`src/rtl/dsl_pkg.sv`:
```
// constants and register map of the digital i/o safe/latch/counter block
// assumes an axi4-lite register bus with 32-bit data, clock at 200 MHz
package dsl_pkg;

  // channel counts
  localparam int NUM_DI = 2;
  localparam int NUM_DO = 2;

  // clocking and watchdog timing
  localparam longint CLK_HZ       = 200_000_000;
  localparam int     WDT_TICK_MS  = 100;
  localparam longint WDT_TICK_CYC = (CLK_HZ / 1000) * WDT_TICK_MS;
  localparam int     WDT_W        = 16;

  // peer mapping defaults
  localparam logic [31:0] PEER_IP_RST   = 32'hC0A8_FFC8;
  localparam logic [15:0] PEER_PORT_RST = 16'h01F6;
  localparam logic [7:0]  PEER_UNIT_RST = 8'h01;

  // safe value modes
  typedef enum logic [1:0] {
    DSL_SAFE_OFF  = 2'b00,
    DSL_SAFE_WDT  = 2'b01,
    DSL_SAFE_PEER = 2'b10
  } dsl_safe_e;

  // register byte offsets
  localparam logic [7:0] REG_DO_OUT    = 8'h00;
  localparam logic [7:0] REG_DO_PWRON  = 8'h04;
  localparam logic [7:0] REG_DO_SAFE   = 8'h08;
  localparam logic [7:0] REG_SAFE_MODE = 8'h0C;
  localparam logic [7:0] REG_WDT_TO    = 8'h10;
  localparam logic [7:0] REG_DI_CFG    = 8'h14;
  localparam logic [7:0] REG_DI_STAT   = 8'h18;
  localparam logic [7:0] REG_LATCH_CLR = 8'h1C;
  localparam logic [7:0] REG_IRQ_STAT  = 8'h20;
  localparam logic [7:0] REG_IRQ_CLR   = 8'h24;
  localparam logic [7:0] REG_IRQ_EN    = 8'h28;
  localparam logic [7:0] REG_PEER_IP   = 8'h2C;
  localparam logic [7:0] REG_PEER_PORT = 8'h30;
  localparam logic [7:0] REG_CNT_BASE  = 8'h40;
  localparam logic [7:0] REG_PRE_BASE  = 8'h60;

  // di_cfg field positions: latch enables low, counter enables at 8
  localparam int DI_CFG_CNT_POS = 8;

  // irq status bits
  localparam int IRQ_WDT  = 0;
  localparam int IRQ_PEER = 1;
  localparam int IRQ_CHG  = 2;
  localparam int IRQ_W    = 3;

  // reset values
  localparam logic [31:0] DO_PWRON_RST = 32'h0000_0000;
  localparam logic [31:0] DO_SAFE_RST  = 32'h0000_0000;
  localparam logic [31:0] ZERO32       = 32'h0000_0000;

  // axi responses
  localparam logic [1:0] RESP_OKAY   = 2'b00;
  localparam logic [1:0] RESP_SLVERR = 2'b10;

endpackage : dsl_pkg

```
`src/rtl/dsl_di_chan.sv`:
```
// one digital input channel: change latch and 32-bit pulse counter
// assumes din is already synchronous to aclk
`timescale 1ns/1ps
`default_nettype none
module dsl_di_chan (
  // clock and reset
  input  wire logic        aclk,
  input  wire logic        aresetn,
  // input and configuration
  input  wire logic        din,
  input  wire logic        latch_en,
  input  wire logic        cnt_en,
  input  wire logic        latch_clr,
  input  wire logic        preset_ld,
  input  wire logic [31:0] preset_val,
  // state
  output logic             latched,
  output logic             changed,
  output logic [31:0]      count
);

  logic        prev_r, prev_nxt;
  logic        lat_r, lat_nxt;
  logic [31:0] cnt_r, cnt_nxt;

  // edge detect, latch and counter next values
  always_comb begin
    prev_nxt = din;
    lat_nxt  = lat_r;
    cnt_nxt  = cnt_r;
    changed  = (din != prev_r);
    if (!latch_en) begin
      lat_nxt = din;                       // transparent when disabled
    end else if (changed) begin
      lat_nxt = 1'b1;                      // set wins over clear
    end else if (latch_clr) begin
      lat_nxt = din;
    end
    if (preset_ld) begin
      cnt_nxt = preset_val;
    end else if (cnt_en && din && !prev_r) begin
      cnt_nxt = cnt_r + 32'h0000_0001;
    end
  end

  always_ff @(posedge aclk) begin
    if (!aresetn) begin
      prev_r <= 1'b0;
      lat_r  <= 1'b0;
      cnt_r  <= dsl_pkg::ZERO32;
    end else begin
      prev_r <= prev_nxt;
      lat_r  <= lat_nxt;
      cnt_r  <= cnt_nxt;
    end
  end

  assign latched = lat_r;
  assign count   = cnt_r;

endmodule : dsl_di_chan
`default_nettype wire

```
`src/rtl/dsl_top.sv`:
```
// digital i/o block: outputs with power-on/safe values, inputs with
// change latch and counters, axi4-lite register slave, interrupt
// assumes din and peer_fail synchronous to aclk; host_activity pulses
// once per host transaction seen by the network side
//
// Summary of operation
// - safe value disabled: outputs keep present state on any failure
// - watchdog enabled when timeout non-zero, disabled at zero
// - timeout is 16-bit count in 0.1 s steps, zero disables
// - watchdog mode: outputs go safe after host silence for timeout
// - peer mode: outputs go safe when peer exchange fails
// - after reset each output takes its power-on value
// - latch enabled: any input change held until host clears
// - each input has 32-bit counter read as low and high words
// - counter mode: count increments once per input pulse
// - per-channel preset value loaded as counter start
// - peer defaults: 192.168.255.200, port 502, unit 1
`timescale 1ns/1ps
`default_nettype none
module dsl_top (
  // clock and reset
  input  wire logic                       aclk,
  input  wire logic                       aresetn,
  // axi4-lite write address
  input  wire logic [7:0]                 s_axi_awaddr,
  input  wire logic                       s_axi_awvalid,
  output logic                            s_axi_awready,
  // axi4-lite write data
  input  wire logic [31:0]                s_axi_wdata,
  input  wire logic [3:0]                 s_axi_wstrb,
  input  wire logic                       s_axi_wvalid,
  output logic                            s_axi_wready,
  // axi4-lite write response
  output logic [1:0]                      s_axi_bresp,
  output logic                            s_axi_bvalid,
  input  wire logic                       s_axi_bready,
  // axi4-lite read address
  input  wire logic [7:0]                 s_axi_araddr,
  input  wire logic                       s_axi_arvalid,
  output logic                            s_axi_arready,
  // axi4-lite read data
  output logic [31:0]                     s_axi_rdata,
  output logic [1:0]                      s_axi_rresp,
  output logic                            s_axi_rvalid,
  input  wire logic                       s_axi_rready,
  // digital pins
  input  wire logic [dsl_pkg::NUM_DI-1:0] din,
  output logic      [dsl_pkg::NUM_DO-1:0] dout,
  // link status from network side
  input  wire logic                       host_activity,
  input  wire logic                       peer_fail,
  // interrupt
  output logic                            irq
);

  localparam int ND = dsl_pkg::NUM_DI;
  localparam int NO = dsl_pkg::NUM_DO;
  typedef dsl_pkg::dsl_safe_e dsl_safe_e;

  ////////////////////////////////////////////////////////////////////
  // register state
  logic [NO-1:0]  do_r, do_nxt;
  logic [NO-1:0]  pwron_r, pwron_nxt;
  logic [NO-1:0]  safe_r, safe_nxt;
  logic [1:0]     mode_r, mode_nxt;
  logic [15:0]    wdt_to_r, wdt_to_nxt;
  logic [ND-1:0]  lat_en_r, lat_en_nxt;
  logic [ND-1:0]  cnt_en_r, cnt_en_nxt;
  logic [31:0]    preset_r [ND];
  logic [31:0]    preset_nxt [ND];
  logic [31:0]    peer_ip_r, peer_ip_nxt;
  logic [31:0]    peer_port_r, peer_port_nxt;
  localparam int IRQ_W_L = dsl_pkg::IRQ_W;
  logic [IRQ_W_L-1:0] ist_r, ist_nxt;
  logic [IRQ_W_L-1:0] ien_r, ien_nxt;

  // bus state
  logic        awv_r, awv_nxt, wv_r, wv_nxt;
  logic [7:0]  awa_r, awa_nxt;
  logic [31:0] wd_r, wd_nxt;
  logic [3:0]  ws_r, ws_nxt;
  logic        bv_r, bv_nxt, rv_r, rv_nxt, arr_r, arr_nxt;
  logic [1:0]  br_r, br_nxt, rr_r, rr_nxt;
  logic [31:0] rd_r, rd_nxt;

  // watchdog state
  logic [31:0] tick_r, tick_nxt;
  logic [15:0] wcnt_r, wcnt_nxt;
  logic        wexp_r, wexp_nxt;
  logic        peer_prev_r, peer_prev_nxt;
  logic        irq_r, irq_nxt;

  // per-channel wires
  logic [ND-1:0] ch_lat, ch_chg, lat_clr, pre_ld;
  logic [31:0]   ch_cnt [ND];

  ////////////////////////////////////////////////////////////////////
  // input channels
  genvar g;
  generate
    for (g = 0; g < ND; g++) begin : g_di
      dsl_di_chan u_ch (
        .aclk       (aclk),
        .aresetn    (aresetn),
        .din        (din[g]),
        .latch_en   (lat_en_r[g]),
        .cnt_en     (cnt_en_r[g]),
        .latch_clr  (lat_clr[g]),
        .preset_ld  (pre_ld[g]),
        .preset_val (preset_nxt[g]),
        .latched    (ch_lat[g]),
        .changed    (ch_chg[g]),
        .count      (ch_cnt[g])
      );
    end
  endgenerate

  ////////////////////////////////////////////////////////////////////
  // write channel: accept aw and w in any order, one write at a time
  logic       wr_go;
  logic [7:0] wa;
  logic [5:0] widx;
  assign wr_go = awv_r && wv_r && !bv_r;
  assign wa    = awa_r;
  assign widx  = wa[7:2];

  function automatic logic [31:0] strb(input logic [31:0] old,
                                       input logic [31:0] nw,
                                       input logic [3:0]  s);
    logic [31:0] r;
    r = old;
    for (int i = 0; i < 4; i++) begin
      if (s[i]) begin
        r[i*8 +: 8] = nw[i*8 +: 8];
      end
    end
    return r;
  endfunction : strb

  logic wr_hit;
  logic [31:0] m;

  // register file and write handshake next values
  always_comb begin
    awv_nxt = awv_r;
    awa_nxt = awa_r;
    wv_nxt  = wv_r;
    wd_nxt  = wd_r;
    ws_nxt  = ws_r;
    bv_nxt  = bv_r;
    br_nxt  = br_r;
    do_nxt  = do_r;
    pwron_nxt = pwron_r;
    safe_nxt  = safe_r;
    mode_nxt  = mode_r;
    wdt_to_nxt = wdt_to_r;
    lat_en_nxt = lat_en_r;
    cnt_en_nxt = cnt_en_r;
    peer_ip_nxt = peer_ip_r;
    peer_port_nxt = peer_port_r;
    ien_nxt = ien_r;
    lat_clr = '0;
    pre_ld  = '0;
    wr_hit  = 1'b1;
    m       = dsl_pkg::ZERO32;
    for (int i = 0; i < ND; i++) begin
      preset_nxt[i] = preset_r[i];
    end
    if (s_axi_awvalid && !awv_r) begin
      awv_nxt = 1'b1;
      awa_nxt = s_axi_awaddr;
    end
    if (s_axi_wvalid && !wv_r) begin
      wv_nxt = 1'b1;
      wd_nxt = s_axi_wdata;
      ws_nxt = s_axi_wstrb;
    end
    if (bv_r && s_axi_bready) begin
      bv_nxt = 1'b0;
    end
    if (wr_go) begin
      awv_nxt = 1'b0;
      wv_nxt  = 1'b0;
      bv_nxt  = 1'b1;
      case (wa)
        dsl_pkg::REG_DO_OUT: begin
          m = strb({{(32-NO){1'b0}}, do_r}, wd_r, ws_r);
          do_nxt = m[NO-1:0];
        end
        dsl_pkg::REG_DO_PWRON: begin
          m = strb({{(32-NO){1'b0}}, pwron_r}, wd_r, ws_r);
          pwron_nxt = m[NO-1:0];
        end
        dsl_pkg::REG_DO_SAFE: begin
          m = strb({{(32-NO){1'b0}}, safe_r}, wd_r, ws_r);
          safe_nxt = m[NO-1:0];
        end
        dsl_pkg::REG_SAFE_MODE: begin
          m = strb({30'h0000_0000, mode_r}, wd_r, ws_r);
          mode_nxt = m[1:0];
        end
        dsl_pkg::REG_WDT_TO: begin
          m = strb({16'h0000, wdt_to_r}, wd_r, ws_r);
          wdt_to_nxt = m[15:0];
        end
        dsl_pkg::REG_DI_CFG: begin
          m = strb({{(24-ND){1'b0}}, cnt_en_r,
                    {(8-ND){1'b0}}, lat_en_r}, wd_r, ws_r);
          lat_en_nxt = m[ND-1:0];
          cnt_en_nxt = m[dsl_pkg::DI_CFG_CNT_POS +: ND];
        end
        dsl_pkg::REG_LATCH_CLR: lat_clr = wd_r[ND-1:0];
        dsl_pkg::REG_IRQ_EN: begin
          m = strb({{(32-IRQ_W_L){1'b0}}, ien_r}, wd_r, ws_r);
          ien_nxt = m[IRQ_W_L-1:0];
        end
        dsl_pkg::REG_IRQ_CLR: ;
        dsl_pkg::REG_PEER_IP: peer_ip_nxt = strb(peer_ip_r, wd_r, ws_r);
        dsl_pkg::REG_PEER_PORT:
          peer_port_nxt = strb(peer_port_r, wd_r, ws_r);
        default: begin
          wr_hit = 1'b0;
          for (int i = 0; i < ND; i++) begin
            if (widx == 6'((dsl_pkg::REG_PRE_BASE >> 2) + i)) begin
              preset_nxt[i] = strb(preset_r[i], wd_r, ws_r);
              pre_ld[i] = 1'b1;
              wr_hit = 1'b1;
            end
          end
        end
      endcase
      br_nxt = wr_hit ? dsl_pkg::RESP_OKAY : dsl_pkg::RESP_SLVERR;
    end
  end

  ////////////////////////////////////////////////////////////////////
  // read channel: one cycle from arvalid to rvalid
  always_comb begin
    rv_nxt  = rv_r;
    rd_nxt  = rd_r;
    rr_nxt  = rr_r;
    arr_nxt = 1'b0;
    if (rv_r && s_axi_rready) begin
      rv_nxt = 1'b0;
    end
    if (s_axi_arvalid && !rv_r && !arr_r) begin
      arr_nxt = 1'b1;
      rv_nxt  = 1'b1;
      rr_nxt  = dsl_pkg::RESP_OKAY;
      rd_nxt  = dsl_pkg::ZERO32;
      case (s_axi_araddr)
        dsl_pkg::REG_DO_OUT:    rd_nxt[NO-1:0] = dout;
        dsl_pkg::REG_DO_PWRON:  rd_nxt[NO-1:0] = pwron_r;
        dsl_pkg::REG_DO_SAFE:   rd_nxt[NO-1:0] = safe_r;
        dsl_pkg::REG_SAFE_MODE: rd_nxt[1:0] = mode_r;
        dsl_pkg::REG_WDT_TO:    rd_nxt[15:0] = wdt_to_r;
        dsl_pkg::REG_DI_CFG: begin
          rd_nxt[ND-1:0] = lat_en_r;
          rd_nxt[dsl_pkg::DI_CFG_CNT_POS +: ND] = cnt_en_r;
        end
        dsl_pkg::REG_DI_STAT: begin
          rd_nxt[ND-1:0] = ch_lat;
          rd_nxt[16 +: ND] = din;
        end
        dsl_pkg::REG_LATCH_CLR: ;
        dsl_pkg::REG_IRQ_STAT:  rd_nxt[IRQ_W_L-1:0] = ist_r;
        dsl_pkg::REG_IRQ_CLR:   ;
        dsl_pkg::REG_IRQ_EN:    rd_nxt[IRQ_W_L-1:0] = ien_r;
        dsl_pkg::REG_PEER_IP:   rd_nxt = peer_ip_r;
        dsl_pkg::REG_PEER_PORT: rd_nxt = peer_port_r;
        default: begin
          rr_nxt = dsl_pkg::RESP_SLVERR;
          for (int i = 0; i < ND; i++) begin
            // low word then high word, two addresses per channel
            if (s_axi_araddr[7:2] ==
                6'((dsl_pkg::REG_CNT_BASE >> 2) + 2*i)) begin
              rd_nxt = {16'h0000, ch_cnt[i][15:0]};
              rr_nxt = dsl_pkg::RESP_OKAY;
            end
            if (s_axi_araddr[7:2] ==
                6'((dsl_pkg::REG_CNT_BASE >> 2) + 2*i + 1)) begin
              rd_nxt = {16'h0000, ch_cnt[i][31:16]};
              rr_nxt = dsl_pkg::RESP_OKAY;
            end
            if (s_axi_araddr[7:2] ==
                6'((dsl_pkg::REG_PRE_BASE >> 2) + i)) begin
              rd_nxt = preset_r[i];
              rr_nxt = dsl_pkg::RESP_OKAY;
            end
          end
        end
      endcase
    end
  end

  ////////////////////////////////////////////////////////////////////
  // host watchdog: counts 0.1 s ticks of host silence
  logic wdt_on;
  assign wdt_on = (wdt_to_r != 16'h0000);
  logic peer_rise;
  assign peer_rise = peer_fail && !peer_prev_r;
  logic [NO-1:0] dout_nxt;

  always_comb begin
    tick_nxt = tick_r;
    wcnt_nxt = wcnt_r;
    wexp_nxt = wexp_r;
    peer_prev_nxt = peer_fail;
    if (!wdt_on || host_activity) begin
      tick_nxt = dsl_pkg::ZERO32;
      wcnt_nxt = 16'h0000;
      wexp_nxt = 1'b0;
    end else if (!wexp_r) begin
      if (tick_r == 32'(dsl_pkg::WDT_TICK_CYC - 1)) begin
        tick_nxt = dsl_pkg::ZERO32;
        wcnt_nxt = wcnt_r + 16'h0001;
        if (wcnt_r + 16'h0001 == wdt_to_r) begin
          wexp_nxt = 1'b1;
        end
      end else begin
        tick_nxt = tick_r + 32'h0000_0001;
      end
    end
    // output selection: host write, else safe value on failure
    dout_nxt = do_nxt;
    case (dsl_safe_e'(mode_r))
      dsl_pkg::DSL_SAFE_WDT:
        if (wexp_nxt) dout_nxt = safe_r;
      dsl_pkg::DSL_SAFE_PEER:
        if (peer_fail) dout_nxt = safe_r;
      default: ;
    endcase
    // sticky status: set wins over the clear of the same cycle
    ist_nxt = ist_r;
    if (wr_go && wa == dsl_pkg::REG_IRQ_CLR) begin
      ist_nxt = ist_r & ~wd_r[IRQ_W_L-1:0];
    end
    if (wexp_nxt && !wexp_r) ist_nxt[dsl_pkg::IRQ_WDT] = 1'b1;
    if (peer_rise) ist_nxt[dsl_pkg::IRQ_PEER] = 1'b1;
    if (|(ch_chg & lat_en_r)) ist_nxt[dsl_pkg::IRQ_CHG] = 1'b1;
    irq_nxt = |(ist_nxt & ien_r);
  end

  logic [NO-1:0] dout_r;
  logic dwr_seen_r;

  ////////////////////////////////////////////////////////////////////
  // state registers except dwr_seen_r and those inside the input channels
  always_ff @(posedge aclk) begin
    if (!aresetn) begin
      do_r      <= dsl_pkg::DO_PWRON_RST[NO-1:0];
      dout_r    <= dsl_pkg::DO_PWRON_RST[NO-1:0];
      pwron_r   <= dsl_pkg::DO_PWRON_RST[NO-1:0];
      safe_r    <= dsl_pkg::DO_SAFE_RST[NO-1:0];
      mode_r    <= 2'b00;
      wdt_to_r  <= 16'h0000;
      lat_en_r  <= '0;
      cnt_en_r  <= '0;
      peer_ip_r   <= dsl_pkg::PEER_IP_RST;
      peer_port_r <= {8'h00, dsl_pkg::PEER_UNIT_RST,
                      dsl_pkg::PEER_PORT_RST};
      ist_r <= '0;
      ien_r <= '0;
      irq_r <= 1'b0;
      awv_r <= 1'b0;
      awa_r <= 8'h00;
      wv_r  <= 1'b0;
      wd_r  <= dsl_pkg::ZERO32;
      ws_r  <= 4'h0;
      bv_r  <= 1'b0;
      br_r  <= 2'b00;
      rv_r  <= 1'b0;
      rr_r  <= 2'b00;
      rd_r  <= dsl_pkg::ZERO32;
      arr_r <= 1'b0;
      tick_r <= dsl_pkg::ZERO32;
      wcnt_r <= 16'h0000;
      wexp_r <= 1'b0;
      peer_prev_r <= 1'b0;
      for (int i = 0; i < ND; i++) preset_r[i] <= dsl_pkg::ZERO32;
    end else begin
      // power-on value follows its register until the host's first direct output write
      do_r      <= (wr_go && wa == dsl_pkg::REG_DO_PWRON && !dwr_seen_r)
                   ? pwron_nxt : do_nxt;
      dout_r    <= (wr_go && wa == dsl_pkg::REG_DO_PWRON && !dwr_seen_r)
                   ? pwron_nxt : dout_nxt;
      pwron_r   <= pwron_nxt;
      safe_r    <= safe_nxt;
      mode_r    <= mode_nxt;
      wdt_to_r  <= wdt_to_nxt;
      lat_en_r  <= lat_en_nxt;
      cnt_en_r  <= cnt_en_nxt;
      peer_ip_r   <= peer_ip_nxt;
      peer_port_r <= peer_port_nxt;
      ist_r <= ist_nxt;
      ien_r <= ien_nxt;
      irq_r <= irq_nxt;
      awv_r <= awv_nxt;
      awa_r <= awa_nxt;
      wv_r  <= wv_nxt;
      wd_r  <= wd_nxt;
      ws_r  <= ws_nxt;
      bv_r  <= bv_nxt;
      br_r  <= br_nxt;
      rv_r  <= rv_nxt;
      rr_r  <= rr_nxt;
      rd_r  <= rd_nxt;
      arr_r <= arr_nxt;
      tick_r <= tick_nxt;
      wcnt_r <= wcnt_nxt;
      wexp_r <= wexp_nxt;
      peer_prev_r <= peer_prev_nxt;
      for (int i = 0; i < ND; i++) preset_r[i] <= preset_nxt[i];
    end
  end

  // marks first direct output write; power-on edits stop acting after
  always_ff @(posedge aclk) begin
    if (!aresetn) begin
      dwr_seen_r <= 1'b0;
    end else if (wr_go && wa == dsl_pkg::REG_DO_OUT) begin
      dwr_seen_r <= 1'b1;
    end
  end

  // outputs from flip-flops, except awready and wready, which are combinational
  assign dout          = dout_r;
  assign irq           = irq_r;
  assign s_axi_awready = s_axi_awvalid && !awv_r;
  assign s_axi_wready  = s_axi_wvalid && !wv_r;
  assign s_axi_bvalid  = bv_r;
  assign s_axi_bresp   = br_r;
  assign s_axi_arready = arr_r;
  assign s_axi_rvalid  = rv_r;
  assign s_axi_rdata   = rd_r;
  assign s_axi_rresp   = rr_r;

endmodule : dsl_top
`default_nettype wire

```
`config.mk`:
```
export PLATFORM = sky130hd
export DESIGN_NAME = dsl_top
export DESIGN_NICKNAME = d
export VERILOG_FILES = /design/src/rtl/dsl_pkg.sv /design/src/rtl/dsl_di_chan.sv /design/src/rtl/dsl_top.sv
export SDC_FILE = /design/constraint.sdc
export NUM_CORES = 1
export LEC_CHECK = 0
export ABC_AREA = 1
export CELL_PAD_IN_SITES_DETAIL_PLACEMENT = 1
export CELL_PAD_IN_SITES_GLOBAL_PLACEMENT = 1
export CORE_MARGIN = 5
export CORE_UTILIZATION = 35
export CTS_BUF_LIST = sky130_fd_sc_hd__clkbuf_2 sky130_fd_sc_hd__clkbuf_4 sky130_fd_sc_hd__clkbuf_8
export DETAILED_ROUTE_END_ITERATION = 8
export DONT_BUFFER_PORTS = 1
export PLACE_DENSITY = 0.65
export SKIP_LAST_GASP = 1
export SLEW_MARGIN = 0
export SYNTH_ARGS = -nofsm -noshare
export SYNTH_HDL_FRONTEND = slang
export SYNTH_SLANG_ARGS = --single-unit
```
`constraint.sdc`:
```
create_clock -name aclk -period 2.3 [get_ports aclk]
set_clock_uncertainty 0.15 [all_clocks]
set_input_delay 0.46 -clock aclk [delete_from_list [all_inputs] [get_ports aclk]]
set_output_delay 0.46 -clock aclk [all_outputs]
set_load 0.01 [all_outputs]
```
==> results of run 1 <==
==> synthesized netlist by cell type (4+ instances only) <==
master	instances	share of area [%]
clkbuf_1	70	1.5
ha_1	8	0.57
inv_2	19	0.40
nand2_2	8	0.28
mux2i_1	4	0.23
nand2_1	384	8.2
a311oi_1	4	0.20
o211ai_1	27	1.2
o21ai_0	258	7.3
a221oi_1	23	1.1
nor3_2	6	0.34
inv_1	354	7.5
a211oi_2	9	0.64
nand3_1	115	3.3
nand2_4	7	0.45
o21ai_1	19	0.54
a31oi_1	11	0.39
xor2_1	32	1.6
nand4_1	23	0.82
nor2_1	276	5.9
a2111oi_0	4	0.20
or2_2	5	0.18
o31ai_1	5	0.21
nor3_1	46	1.3
dfxtp_1	367	42
a211oi_1	10	0.43
a41oi_1	8	0.40
o21a_1	9	0.38
buf_2	10	0.28
nor2_2	11	0.39
nor4_1	17	0.60
o22ai_1	52	1.8
buf_1	6	0.13
a21oi_1	212	6.0
o221ai_1	4	0.20
a21oi_2	8	0.40
==> per-layer routing <==
layer / up-vias / GRT usage, %
met5: - / 0
met4: 0 / 10.4
met3: 153 / 4.21
met2: 413 / 47.2
met1: 9580 / 33.3
li1: 9108 / -
==> worst max-delay path by stage <==
| stage | cells after the start | endpoint | slack (ns) | from |
|---|---|---|---|---|
| finish | 12 | wdt_to_r[15] | -0.11 | awa_r[7] |
| global route | 18 | dout[1] | -0.21 | wcnt_r[1] |
| CTS | 12 | g_di[0].u_ch.count[27] | -0.05 | awa_r[1] |
| detailed placement | 18 | dout[1] | -0.34 | wcnt_r[0] |
| global placement | 9 | s_axi_rdata[6] | -0.24 | s_axi_araddr[5] |
| floorplan | 16 | tick_r[24] | 0.14 | tick_r[0] |
==> kinds of logic after synthesis <==
logic type | synth area share (%)
and+or+nand+nor | 23.1
other | 0.0213
DFF | 41.7
AOI/OAI and AO/OA | 22.1
buffers and inverters | 10.4
adders and majority gates | 0.568
muxes | 0.227
xor gates and xnor gates | 2.00
==> timing repair <==
action                                 4_1_cts  5_1_grt
endpoints found under the hold margin      255        5
setup endpoints to repair                   75      163
resized for setup                           85      194
hold buffers                               135        2
gates cloned                                 0        2
buffers inserted                            13       25
pin swaps                                   30       78
==> cell type report <==
cell class / count / area [um2]
diodes: 3 / 7.51
clock buffers: 114 / 1470
clock inverters: 7 / 72.6
fillers: 6236 / 25600
inverters: 377 / 1440
multi-input cells: 1647 / 9210
flip-flops and latches: 367 / 7400
well taps: 672 / 841
repair buffers: 438 / 3890
repair inverters: 1 / 7.51
==> sequential cells by signal (all words and copies together) (netlist names), 2 cells and up <==
name               flops
wd_r                  32
g_di.u_ch.latched      2
awa_r                  8
g_di.u_ch.prev_r       2
mode_r                 2
s_axi_rdata           32
g_di.u_ch.count       64
preset_r              64
ist_r                  3
safe_r                 2
peer_ip_r             32
pwron_r                2
ien_r                  3
cnt_en_r               2
lat_en_r               2
peer_port_r           32
ws_r                   4
tick_r                32
wdt_to_r              16
do_r                   2
dout                   2
wcnt_r                16
==> cells in the final DEF, fill, tap and decap left out, types with 6 or more instances in the layout <==
cell type	n
a211oi_1	10
a211oi_2	7
a21oi_1	203
a21oi_2	17
a221oi_1	21
a31oi_1	9
a41oi_1	8
buf_12	15
buf_4	275
buf_6	13
clkbuf_4	16
clkbuf_8	98
clkinvlp_4	6
dfxtp_1	338
dfxtp_2	23
dfxtp_4	6
dlygate4sd3_1	132
inv_1	343
inv_2	23
nand2_1	356
nand2_2	24
nand2_4	16
nand3_1	93
nand3_2	19
nand4_1	23
nor2_1	235
nor2_2	37
nor2_4	18
nor3_1	38
nor3_2	11
nor4_1	12
o211ai_1	27
o21a_1	9
o21ai_0	228
o21ai_1	42
o21ai_2	7
o22ai_1	51
xor2_1	32
==> worst max-delay path, stage by stage (launching register included) <==
cell and delay [ns]:
dfxtp_4 0.35, nor2_4 0.15, nand3_4 0.11, buf_4 0.16
nor2_4 0.14, buf_4 0.13, buf_4 0.09, inv_1 0.05
nor2_1 0.11, buf_4 0.16, o21ai_0 0.08, dlygate4sd3_1 0.58
nor2_1 0.10
==> stage by stage <==
stage / setup WS, ns / hold WS (ns)
floorplan: 0.144 / 0.279
global placement: -0.242 / 0.287
detailed placement: -0.338 / 0.296
CTS: -0.0496 / 0.00989
global route: -0.211 / 0.0645
finish: -0.111 / 0.0961
==> power groups by stage <==
stage	registers (mW)	logic, mW	clock network, mW
3_5_place_dp	6.83	0.606	0
6_report	6.70	0.991	7.16
5_1_grt	6.71	1.06	7.59
2_1_floorplan	6.73	0.398	0
4_1_cts	6.69	0.898	7.27
3_3_place_gp	6.83	0.590	0
==> impl_metrics.env, run 1 <==
export IMPL_swShare_pct=25.6
export IMPL_worst_pin_slew_ns=1.05
export IMPL_r2r_cells=12
export IMPL_cp_end_kind="flip-flop"
export IMPL_rrSetupSlack_ns=-0.11
export IMPL_drive_above_1_share_pct=23.3
export IMPL_dp_hpwl_mm=54.3
export IMPL_utilization_pct=48.7
export IMPL_first_global_vias=20357
export IMPL_htreeDepth=3
export IMPL_max_freq_mhz=415
export IMPL_p_int_mw=11.1
export IMPL_dr_wl_met3_mm=3.07
export IMPL_cts_root_buf="clkbuf_8"
export IMPL_cts_sinks=367
export IMPL_outcome="finished with violations"
export IMPL_async_flop_share_pct=0
export IMPL_die_area_mm2=0.0549
export IMPL_clkPwrFrac_pct=48.2
export IMPL_first_pass_iters=6
export IMPL_cts_buffers=69
export IMPL_worstPathRequired_ns=2.74
export IMPL_p_sw_mw=3.80
export IMPL_synthesis_area_mm2=0.0176
export IMPL_highest_layer="met4"
export IMPL_start_util_pct=35.3
export IMPL_grt_start_max_net_pins=133
export IMPL_clock_path_buffers=3
export IMPL_seq_power_share_pct=45.1
export IMPL_synth_edf_count=0
export IMPL_wl_per_cell_um=21.2
export IMPL_fin_cells=3626
export IMPL_yosys_warnings=0
export IMPL_yosys_register_bits=367
export IMPL_design_area_mm2=0.0243
export IMPL_grt_pass1_wl_mm=116
export IMPL_remaining_drc_errors=0
export IMPL_cap_violations=0
export IMPL_die_x_um=234
export IMPL_hold_end="s_axi_rdata[17]"
export IMPL_met1Wirelength_mm=32.9
export IMPL_drt_wl_total_mm=77.0
export IMPL_holdPathStages=4
export IMPL_period_needed_ns=2.41
export IMPL_setup_slack_ns=-0.111
export IMPL_critical_path_class="flip-flop to flip-flop"
export IMPL_dp_cells=3329
export IMPL_synth_area_per_cell_um2=7.10
export IMPL_synthFlopType="dfxtp_1"
export IMPL_vias=19254
export IMPL_numPortBuffers=0
export IMPL_clk_latency_ns=0.66
export IMPL_antenna_found_initial=3
export IMPL_fin_total_pwr_mw=14.9
export IMPL_setup_violations=18
export IMPL_cp_arrival_ns=2.85
export IMPL_vdd_drop_max_mv=0.384
export IMPL_combPwrFrac_pct=6.7
export IMPL_grt_use_total_pct=27.0
export IMPL_rsz0062_at_grt="true"
export IMPL_path_max_fanout=3
export IMPL_hold_viol=0
export IMPL_gp_congestion=0.928
export IMPL_hold_start="din[1]"
export IMPL_clkTransAtPathRegs_ns=0.07
export IMPL_r2r_start="awa_r[7]"
export IMPL_cts_tree="built"
export IMPL_hold_path_class="input pin to flip-flop"
export IMPL_syn_to_final_growth_pct=38.1
export IMPL_fp_coreArea_mm2=0.0500
export IMPL_ys_types=66
export IMPL_slew_viol_final=0
export IMPL_viasPerCell=5.31
export IMPL_met2_wirelength_mm=38.1
export IMPL_postSynthCellCount=2482
export IMPL_core_rowCount=82
export IMPL_totalNegativeSetupSlack_ns=-0.686
export IMPL_synth_seq_area_share_pct=41.7
export IMPL_ant_nets=0
export IMPL_drtIter0Drc=1112
export IMPL_violations="negative setup slack"
export IMPL_place_area_mm2=0.0202
export IMPL_fin_nets=2972
export IMPL_r2r_end="wdt_to_r[15]"
export IMPL_grt_overflow=0
export IMPL_p_leak_nw=9.65
export IMPL_die_h_um=234
export IMPL_period_share_pct=105
export IMPL_p_per_area_mw_per_mm2=610
export IMPL_start_kind="flip-flop"
export IMPL_pin_count=107
export IMPL_relSlewSlack_pct=28.3
(Power assumes the default switching activity.)
==> inputs of run 2 (changes only) <==
--- a/config.mk
+++ b/config.mk
@@ -18,4 +18,5 @@
 export SLEW_MARGIN = 0
 export SYNTH_ARGS = -nofsm -noshare
 export SYNTH_HDL_FRONTEND = slang
+export SYNTH_HIERARCHICAL = 1
 export SYNTH_SLANG_ARGS = --single-unit
==> run 2 against run 1 <==
Compared with the run above:
- the flow still finishes with violations (negative setup slack)
- hold slack lost 0.042 ns
- sequential cell count is the same
- non-clock buffer count shrank 35
- synthesized cell count grew 10%
- core utilization shrank 1.2 points
- clock power shrank 2.9%
- area after synthesis grew 7.5%
- routed wire length grew 11%
- global-route usage shrank 0.26 points
- clock-buffer cell count shrank 4
==> impl_metrics.env, run 2 <==
export IMPL_viasPerCell=5.46
export IMPL_drtIter0Drc=1398
export IMPL_critical_path_class="flip-flop to flip-flop"
export IMPL_final_common_cell="nand2_1"
export IMPL_gp_congestion=0.954
export IMPL_synthesis_area_mm2=0.0189
export IMPL_setup_violations=30
export IMPL_grt_use_total_pct=26.7
export IMPL_first_global_vias=21431
export IMPL_drive_above_1_share_pct=25.1
export IMPL_outcome="finished with violations"
export IMPL_vias=21045
export IMPL_hold_path_class="input pin to flip-flop"
export IMPL_period_needed_ns=2.45
export IMPL_path_max_fanout=6
export IMPL_worst_pin_slew_ns=0.867
export IMPL_synth_most_common_cell="nand2_1"
export IMPL_htreeDepth=3
export IMPL_start_kind="flip-flop"
export IMPL_yosys_warnings=6
export IMPL_syn_to_final_growth_pct=34.8
export IMPL_grt_pass1_wl_mm=126
export IMPL_clock_path_buffers=3
export IMPL_slew_viol_final=0
export IMPL_cts_tree="built"
export IMPL_yosys_register_bits=367
export IMPL_die_area_mm2=0.0589
export IMPL_synthFlopType="dfxtp_1"
export IMPL_p_per_area_mw_per_mm2=571
export IMPL_hold_viol=0
export IMPL_vdd_drop_max_mv=0.382
export IMPL_synth_area_top_cells="dfxtp_1 39%, nand2_1 10%, inv_1 7.7%, a21oi_1 7.2%, nor2_1 5.4%"
export IMPL_postSynthCellCount=2742
export IMPL_ant_nets=0
export IMPL_fillers=6666
export IMPL_cp_arrival_ns=2.88
export IMPL_synth_area_per_cell_um2=6.91
export IMPL_antenna_found_initial=4
export IMPL_pin_count=107
export IMPL_wl_per_cell_um=22.1
export IMPL_rsz0062_at_grt="true"
export IMPL_cts_root_buf="clkbuf_8"
export IMPL_cts_buffers=72
export IMPL_drt_wl_total_mm=85.2
export IMPL_p_leak_nw=10.1
export IMPL_rrSetupSlack_ns=-0.15
export IMPL_ys_types=59
export IMPL_remaining_drc_errors=0
export IMPL_numPortBuffers=0
export IMPL_die_h_um=243
export IMPL_die_x_um=243
export IMPL_period_share_pct=106
export IMPL_synth_area_leader_cell="dfxtp_1"
export IMPL_totalNegativeSetupSlack_ns=-1.16
export IMPL_start_util_pct=35.3
export IMPL_cap_violations=0
export IMPL_fin_total_pwr_mw=14.6
export IMPL_fp_coreArea_mm2=0.0537
export IMPL_clkTransAtPathRegs_ns=0.06
export IMPL_core_rowCount=85
export IMPL_max_freq_mhz=409
export IMPL_grt_overflow=0
export IMPL_violations="negative setup slack"
export IMPL_clk_latency_ns=0.66
export IMPL_first_pass_iters=5
export IMPL_worstPathRequired_ns=2.73
export IMPL_fin_nets=3183
export IMPL_cp_end_kind="flip-flop"
export IMPL_utilization_pct=47.5
export IMPL_synth_common_cells="511 x nand2_1, 388 x inv_1, 367 x dfxtp_1, 272 x nor2_1, 271 x a21oi_1"
export IMPL_cts_sinks=367
export IMPL_async_flop_share_pct=0
export IMPL_dp_worst_setup_slack_ns=-0.334
export IMPL_relSlewSlack_pct=41.7
export IMPL_dp_hpwl_mm=59.3
export IMPL_synthDominantCellAreaShare_pct=38.8
export IMPL_synth_seq_area_share_pct=38.8
export IMPL_synth_edf_count=0
export IMPL_setup_slack_ns=-0.146
export IMPL_grt_start_max_net_pins=130
export IMPL_final_cell_mix="464 x nand2_1, 354 x inv_1, 350 x dfxtp_1"
[run 2: worst max-delay path, cell delays in order (launching register included)]
cell and delay (ns):
dfxtp_2 0.34, inv_2 0.05, nor2_4 0.11, inv_2 0.07, nor3_4 0.20, inv_2 0.09
nor2_4 0.19, inv_4 0.08, nor2_4 0.20, buf_12 0.14, clkbuf_16 0.15, or2_4 0.12
inv_2 0.04, a21oi_2 0.11, a22o_1 0.15, inv_1 0.04, a21oi_1 0.12
[run 2: repair_timing]
action | 4_1_cts | 5_1_grt
hold buffers | 85 | 0
gates cloned | 1 | 6
endpoints found under the setup margin | 74 | 202
hold endpoints to repair | 170 | 0
resized for setup | 53 | 290
buffers inserted | 19 | 43
pin swaps | 16 | 103
[run 2: layout make-up]
type | instances | area [um2] | share of cell area, %
multi-input cells | 1861 | 10500 | 41.1
repair inverters | 1 | 7.51 | 0.0294
well taps | 696 | 871 | 3.41
inverters | 406 | 1560 | 6.12
diodes | 1 | 2.50 | 0.00980
flip-flops and latches | 367 | 7390 | 28.9
clock inverters | 8 | 75.1 | 0.294
clock buffers | 110 | 1380 | 5.41
repair buffers | 403 | 3750 | 14.7
[run 2: metrics by stage]
| stage | area (um2) | instances | hold WS, ns |
|---|---|---|---|
| floorplan | 19000 | 2743 | 0.280 |
| global placement | 21500 | 3587 | 0.297 |
| detailed placement | 21500 | 3587 | 0.306 |
| CTS | 24100 | 3810 | 0.00604 |
| global route | 25500 | 3852 | 0.0471 |
| finish | 25500 | 3853 | 0.0544 |
[run 2: path summary, 6_finish.rpt]
path | depth (start not counted) | from | endpoint
min | 4 | host_activity | ist_r[0]
min reg2reg | 1 | peer_prev_r | ist_r[1]
max reg2reg | 16 | awa_r[6] | g_di[0].u_ch/count[9]
max | 16 | awa_r[6] | g_di[0].u_ch/count[9]
[run 2: layer usage]
metal	up-vias	routed length [um]	GRT usage (%)
li1	9848	-	-
met1	10493	38300	36.2
met2	549	39700	43.9
met3	155	4780	4.47
met4	0	2450	8.23
met5	-	0	0
[run 2: cell families after synthesis]
kind of cell / share of synthesized area [%]
compound gates: 22.1
other cells: 0.0198
simple gates: 26.4
buf+inv: 10.6
fa+ha+maj: 0.528
xor+xnor: 1.55
flops: 38.8
[run 2: power by group]
group	internal [mW]	total (mW)	switching (mW)
registers	6.48	6.61	0.128
logic	0.352	1.02	0.667
clock network	3.91	6.95	3.04
==> inputs of run 3 (changes only) <==
--- a/config.mk
+++ b/config.mk
@@ -6,7 +6,7 @@
 export NUM_CORES = 1
 export LEC_CHECK = 0
 export ABC_AREA = 1
-export CELL_PAD_IN_SITES_DETAIL_PLACEMENT = 1
+export CELL_PAD_IN_SITES_DETAIL_PLACEMENT = 0
 export CELL_PAD_IN_SITES_GLOBAL_PLACEMENT = 1
 export CORE_MARGIN = 5
 export CORE_UTILIZATION = 35
@@ -20,3 +20,4 @@
 export SYNTH_HDL_FRONTEND = slang
 export SYNTH_HIERARCHICAL = 1
 export SYNTH_SLANG_ARGS = --single-unit
+export TNS_END_PERCENT = 1
==> run 3 against run 2 <==
Compared with the run above:
- the run still ends with negative setup slack left
- routed wire length is 11% lower
- sequential cell count did not move
- combinational power about the same
- via count shrank 4.0%
- fmax up 4.5%
- core utilization shrank 1.9 points
- largest cell class unchanged
- highest routed layer is now met5
- clock power fell by 2%
- hold slack worse by 0.0099 ns
==> impl_metrics.env, run 3 (same netlist as run 2, synthesis figures left out) <==
export IMPL_outcome="finished with violations"
export IMPL_violations="negative setup slack"
export IMPL_setup_slack_ns=-0.0421
export IMPL_clk_latency_ns=0.66
export IMPL_first_global_vias=19442
export IMPL_hold_start="peer_fail"
export IMPL_dp_hpwl_mm=55.0
export IMPL_worstPathRequired_ns=2.71
export IMPL_drive_above_1_share_pct=18.2
export IMPL_core_rowCount=85
export IMPL_slowest_delay_ns=0.33
export IMPL_syn_to_final_growth_pct=29.4
export IMPL_worst_pin_slew_ns=0.827
export IMPL_viasPerCell=5.26
export IMPL_cts_tree="built"
export IMPL_critical_path_class="flip-flop to flip-flop"
export IMPL_htreeDepth=3
export IMPL_remaining_drc_errors=0
export IMPL_numPortBuffers=0
export IMPL_rsz0062_at_grt="true"
export IMPL_clock_path_buffers=3
export IMPL_gp_congestion=0.954
export IMPL_vdd_drop_max_mv=0.328
export IMPL_final_cell_mix="510 x nand2_1, 382 x inv_1, 360 x dfxtp_1"
export IMPL_first_pass_iters=5
export IMPL_cp_end_kind="flip-flop"
export IMPL_p_per_area_mw_per_mm2=590
export IMPL_fp_coreArea_mm2=0.0537
export IMPL_final_common_cell="nand2_1"
export IMPL_met2_wirelength_mm=33.5
export IMPL_design_area_mm2=0.0245
export IMPL_whs_ns=0.0445
export IMPL_die_area_mm2=0.0589
export IMPL_dr_wl_met3_mm=5.06
export IMPL_drt_wl_total_mm=75.9
export IMPL_die_h_um=243
export IMPL_cts_root_buf="clkbuf_8"
export IMPL_slew_viol_final=0
export IMPL_cap_violations=0
export IMPL_critPathBufInv=7
export IMPL_start_util_pct=35.3
export IMPL_max_freq_mhz=427
export IMPL_cpMaxStageDelayCell="dfxtp_1"
export IMPL_grt_start_max_net_pins=94
export IMPL_p_leak_nw=9.70
export IMPL_highest_layer="met5"
export IMPL_die_x_um=243
export IMPL_ant_nets=0
export IMPL_antenna_found_initial=4
export IMPL_cp_arrival_ns=2.76
export IMPL_path_delay_family="simple AND/OR/NAND/NOR gates"
export IMPL_cts_buffers=71
export IMPL_period_share_pct=102
export IMPL_crit_path_start="awa_r[6]"
export IMPL_grt_overflow=0
export IMPL_grt_pass1_wl_mm=116
export IMPL_vias=20213
export IMPL_clkTransAtPathRegs_ns=0.06
export IMPL_path_common_cell="inv_1"
export IMPL_place_area_mm2=0.0215
export IMPL_relSlewSlack_pct=44.5
export IMPL_start_kind="flip-flop"
export IMPL_fin_nets=3172
export IMPL_drtIter0Drc=1594
export IMPL_grt_use_total_pct=24.8
export IMPL_path_cells="inv_1 > nor2_1 > inv_1 > nor3_2 > inv_2 > nor2_4 > inv_4 > nor2_4 > buf_12 > or2_2 > inv_1 > a21oi_1 > a22o_1 > inv_1 > a21oi_1"
export IMPL_cts_sinks=367
export IMPL_r2r_start="awa_r[6]"
export IMPL_met1Wirelength_mm=35.0
export IMPL_hold_viol=0
export IMPL_path_max_fanout=10
export IMPL_hold_path_class="input pin to flip-flop"
export IMPL_pin_count=107
export IMPL_wl_per_cell_um=19.7
export IMPL_period_needed_ns=2.34
export IMPL_setup_violations=14
==> run 3: cell count changes in the layout (fill, tap and decap cells not counted), moves of 28 or more <==
| cell | before | now |
|---|---|---|
| a21oi_1 | 225 | 264 |
| dlygate4sd3_1 | 84 | 119 |
| nand2_2 | 59 | 18 |
| a21oi_2 | 45 | 13 |
| inv_1 | 354 | 382 |
| nand2_1 | 464 | 510 |
==> run 3: stage by stage <==
stage	std cells	setup TNS (ns)	total power [mW]	util, %	worst slack [ns]
2_1_floorplan	2743	0	7.13	-	0.0189
4_1_cts	3841	-0.0799	14.6	45.4	-0.0196
6_report	3846	-0.174	14.5	45.6	-0.0421
3_3_place_gp	3587	-3.07	7.46	40.0	-0.307
3_5_place_dp	3587	-4.19	7.47	40.0	-0.341
5_1_grt	3843	-13.02	15.0	45.6	-0.206
==> run 3: timing repair <==
action                                  in CTS  in global routing
resized for setup                           35                 27
setup buffers                               15                  1
endpoints found under the hold margin      171                  0
cloned                                       1                  0
hold buffers                               120                  0
endpoints found under the setup margin      63                180
pin swaps                                   11                 11
==> run 3: path summary, 6_finish.rpt <==
check,to,slack (ns),depth (start not counted)
min,dout[0],0.04,5
max,g_di[1].u_ch/count[15],-0.04,15
min reg2reg,peer_ip_r[15],0.32,2
max reg2reg,g_di[1].u_ch/count[15],-0.04,15
==> run 3: where the power goes <==
part / internal (mW) / total (mW) / switching (mW)
clock: 3.87 / 6.84 / 2.97
combinational: 0.392 / 1.00 / 0.608
sequential: 6.49 / 6.61 / 0.124
==> run 3: routing by layer <==
layer  GRT usage, %  vias to the layer above
met5              0                        -
met4           7.93                        4
met3           4.68                      138
met2           38.6                      665
met1           35.0                     9588
li1               -                     9818
==> run 3: area by class of cell <==
| cell class | instances | area, um2 |
|---|---|---|
| inverter | 406 | 1540 |
| clock inverter | 8 | 87.6 |
| timing repair buffer | 394 | 3510 |
| tap | 696 | 871 |
| multi-input combinational | 1861 | 9780 |
| fill | 5488 | 29200 |
| antenna | 4 | 10.0 |
| sequential | 367 | 7360 |
| clock buffer | 110 | 1360 |
==> run 3: worst min-delay path, delay by kind of cell <==
family	cells	cell delay [ns]
AND/OR/NAND/NOR	3	0.17
AO/OA/AOI/OAI	2	0.19
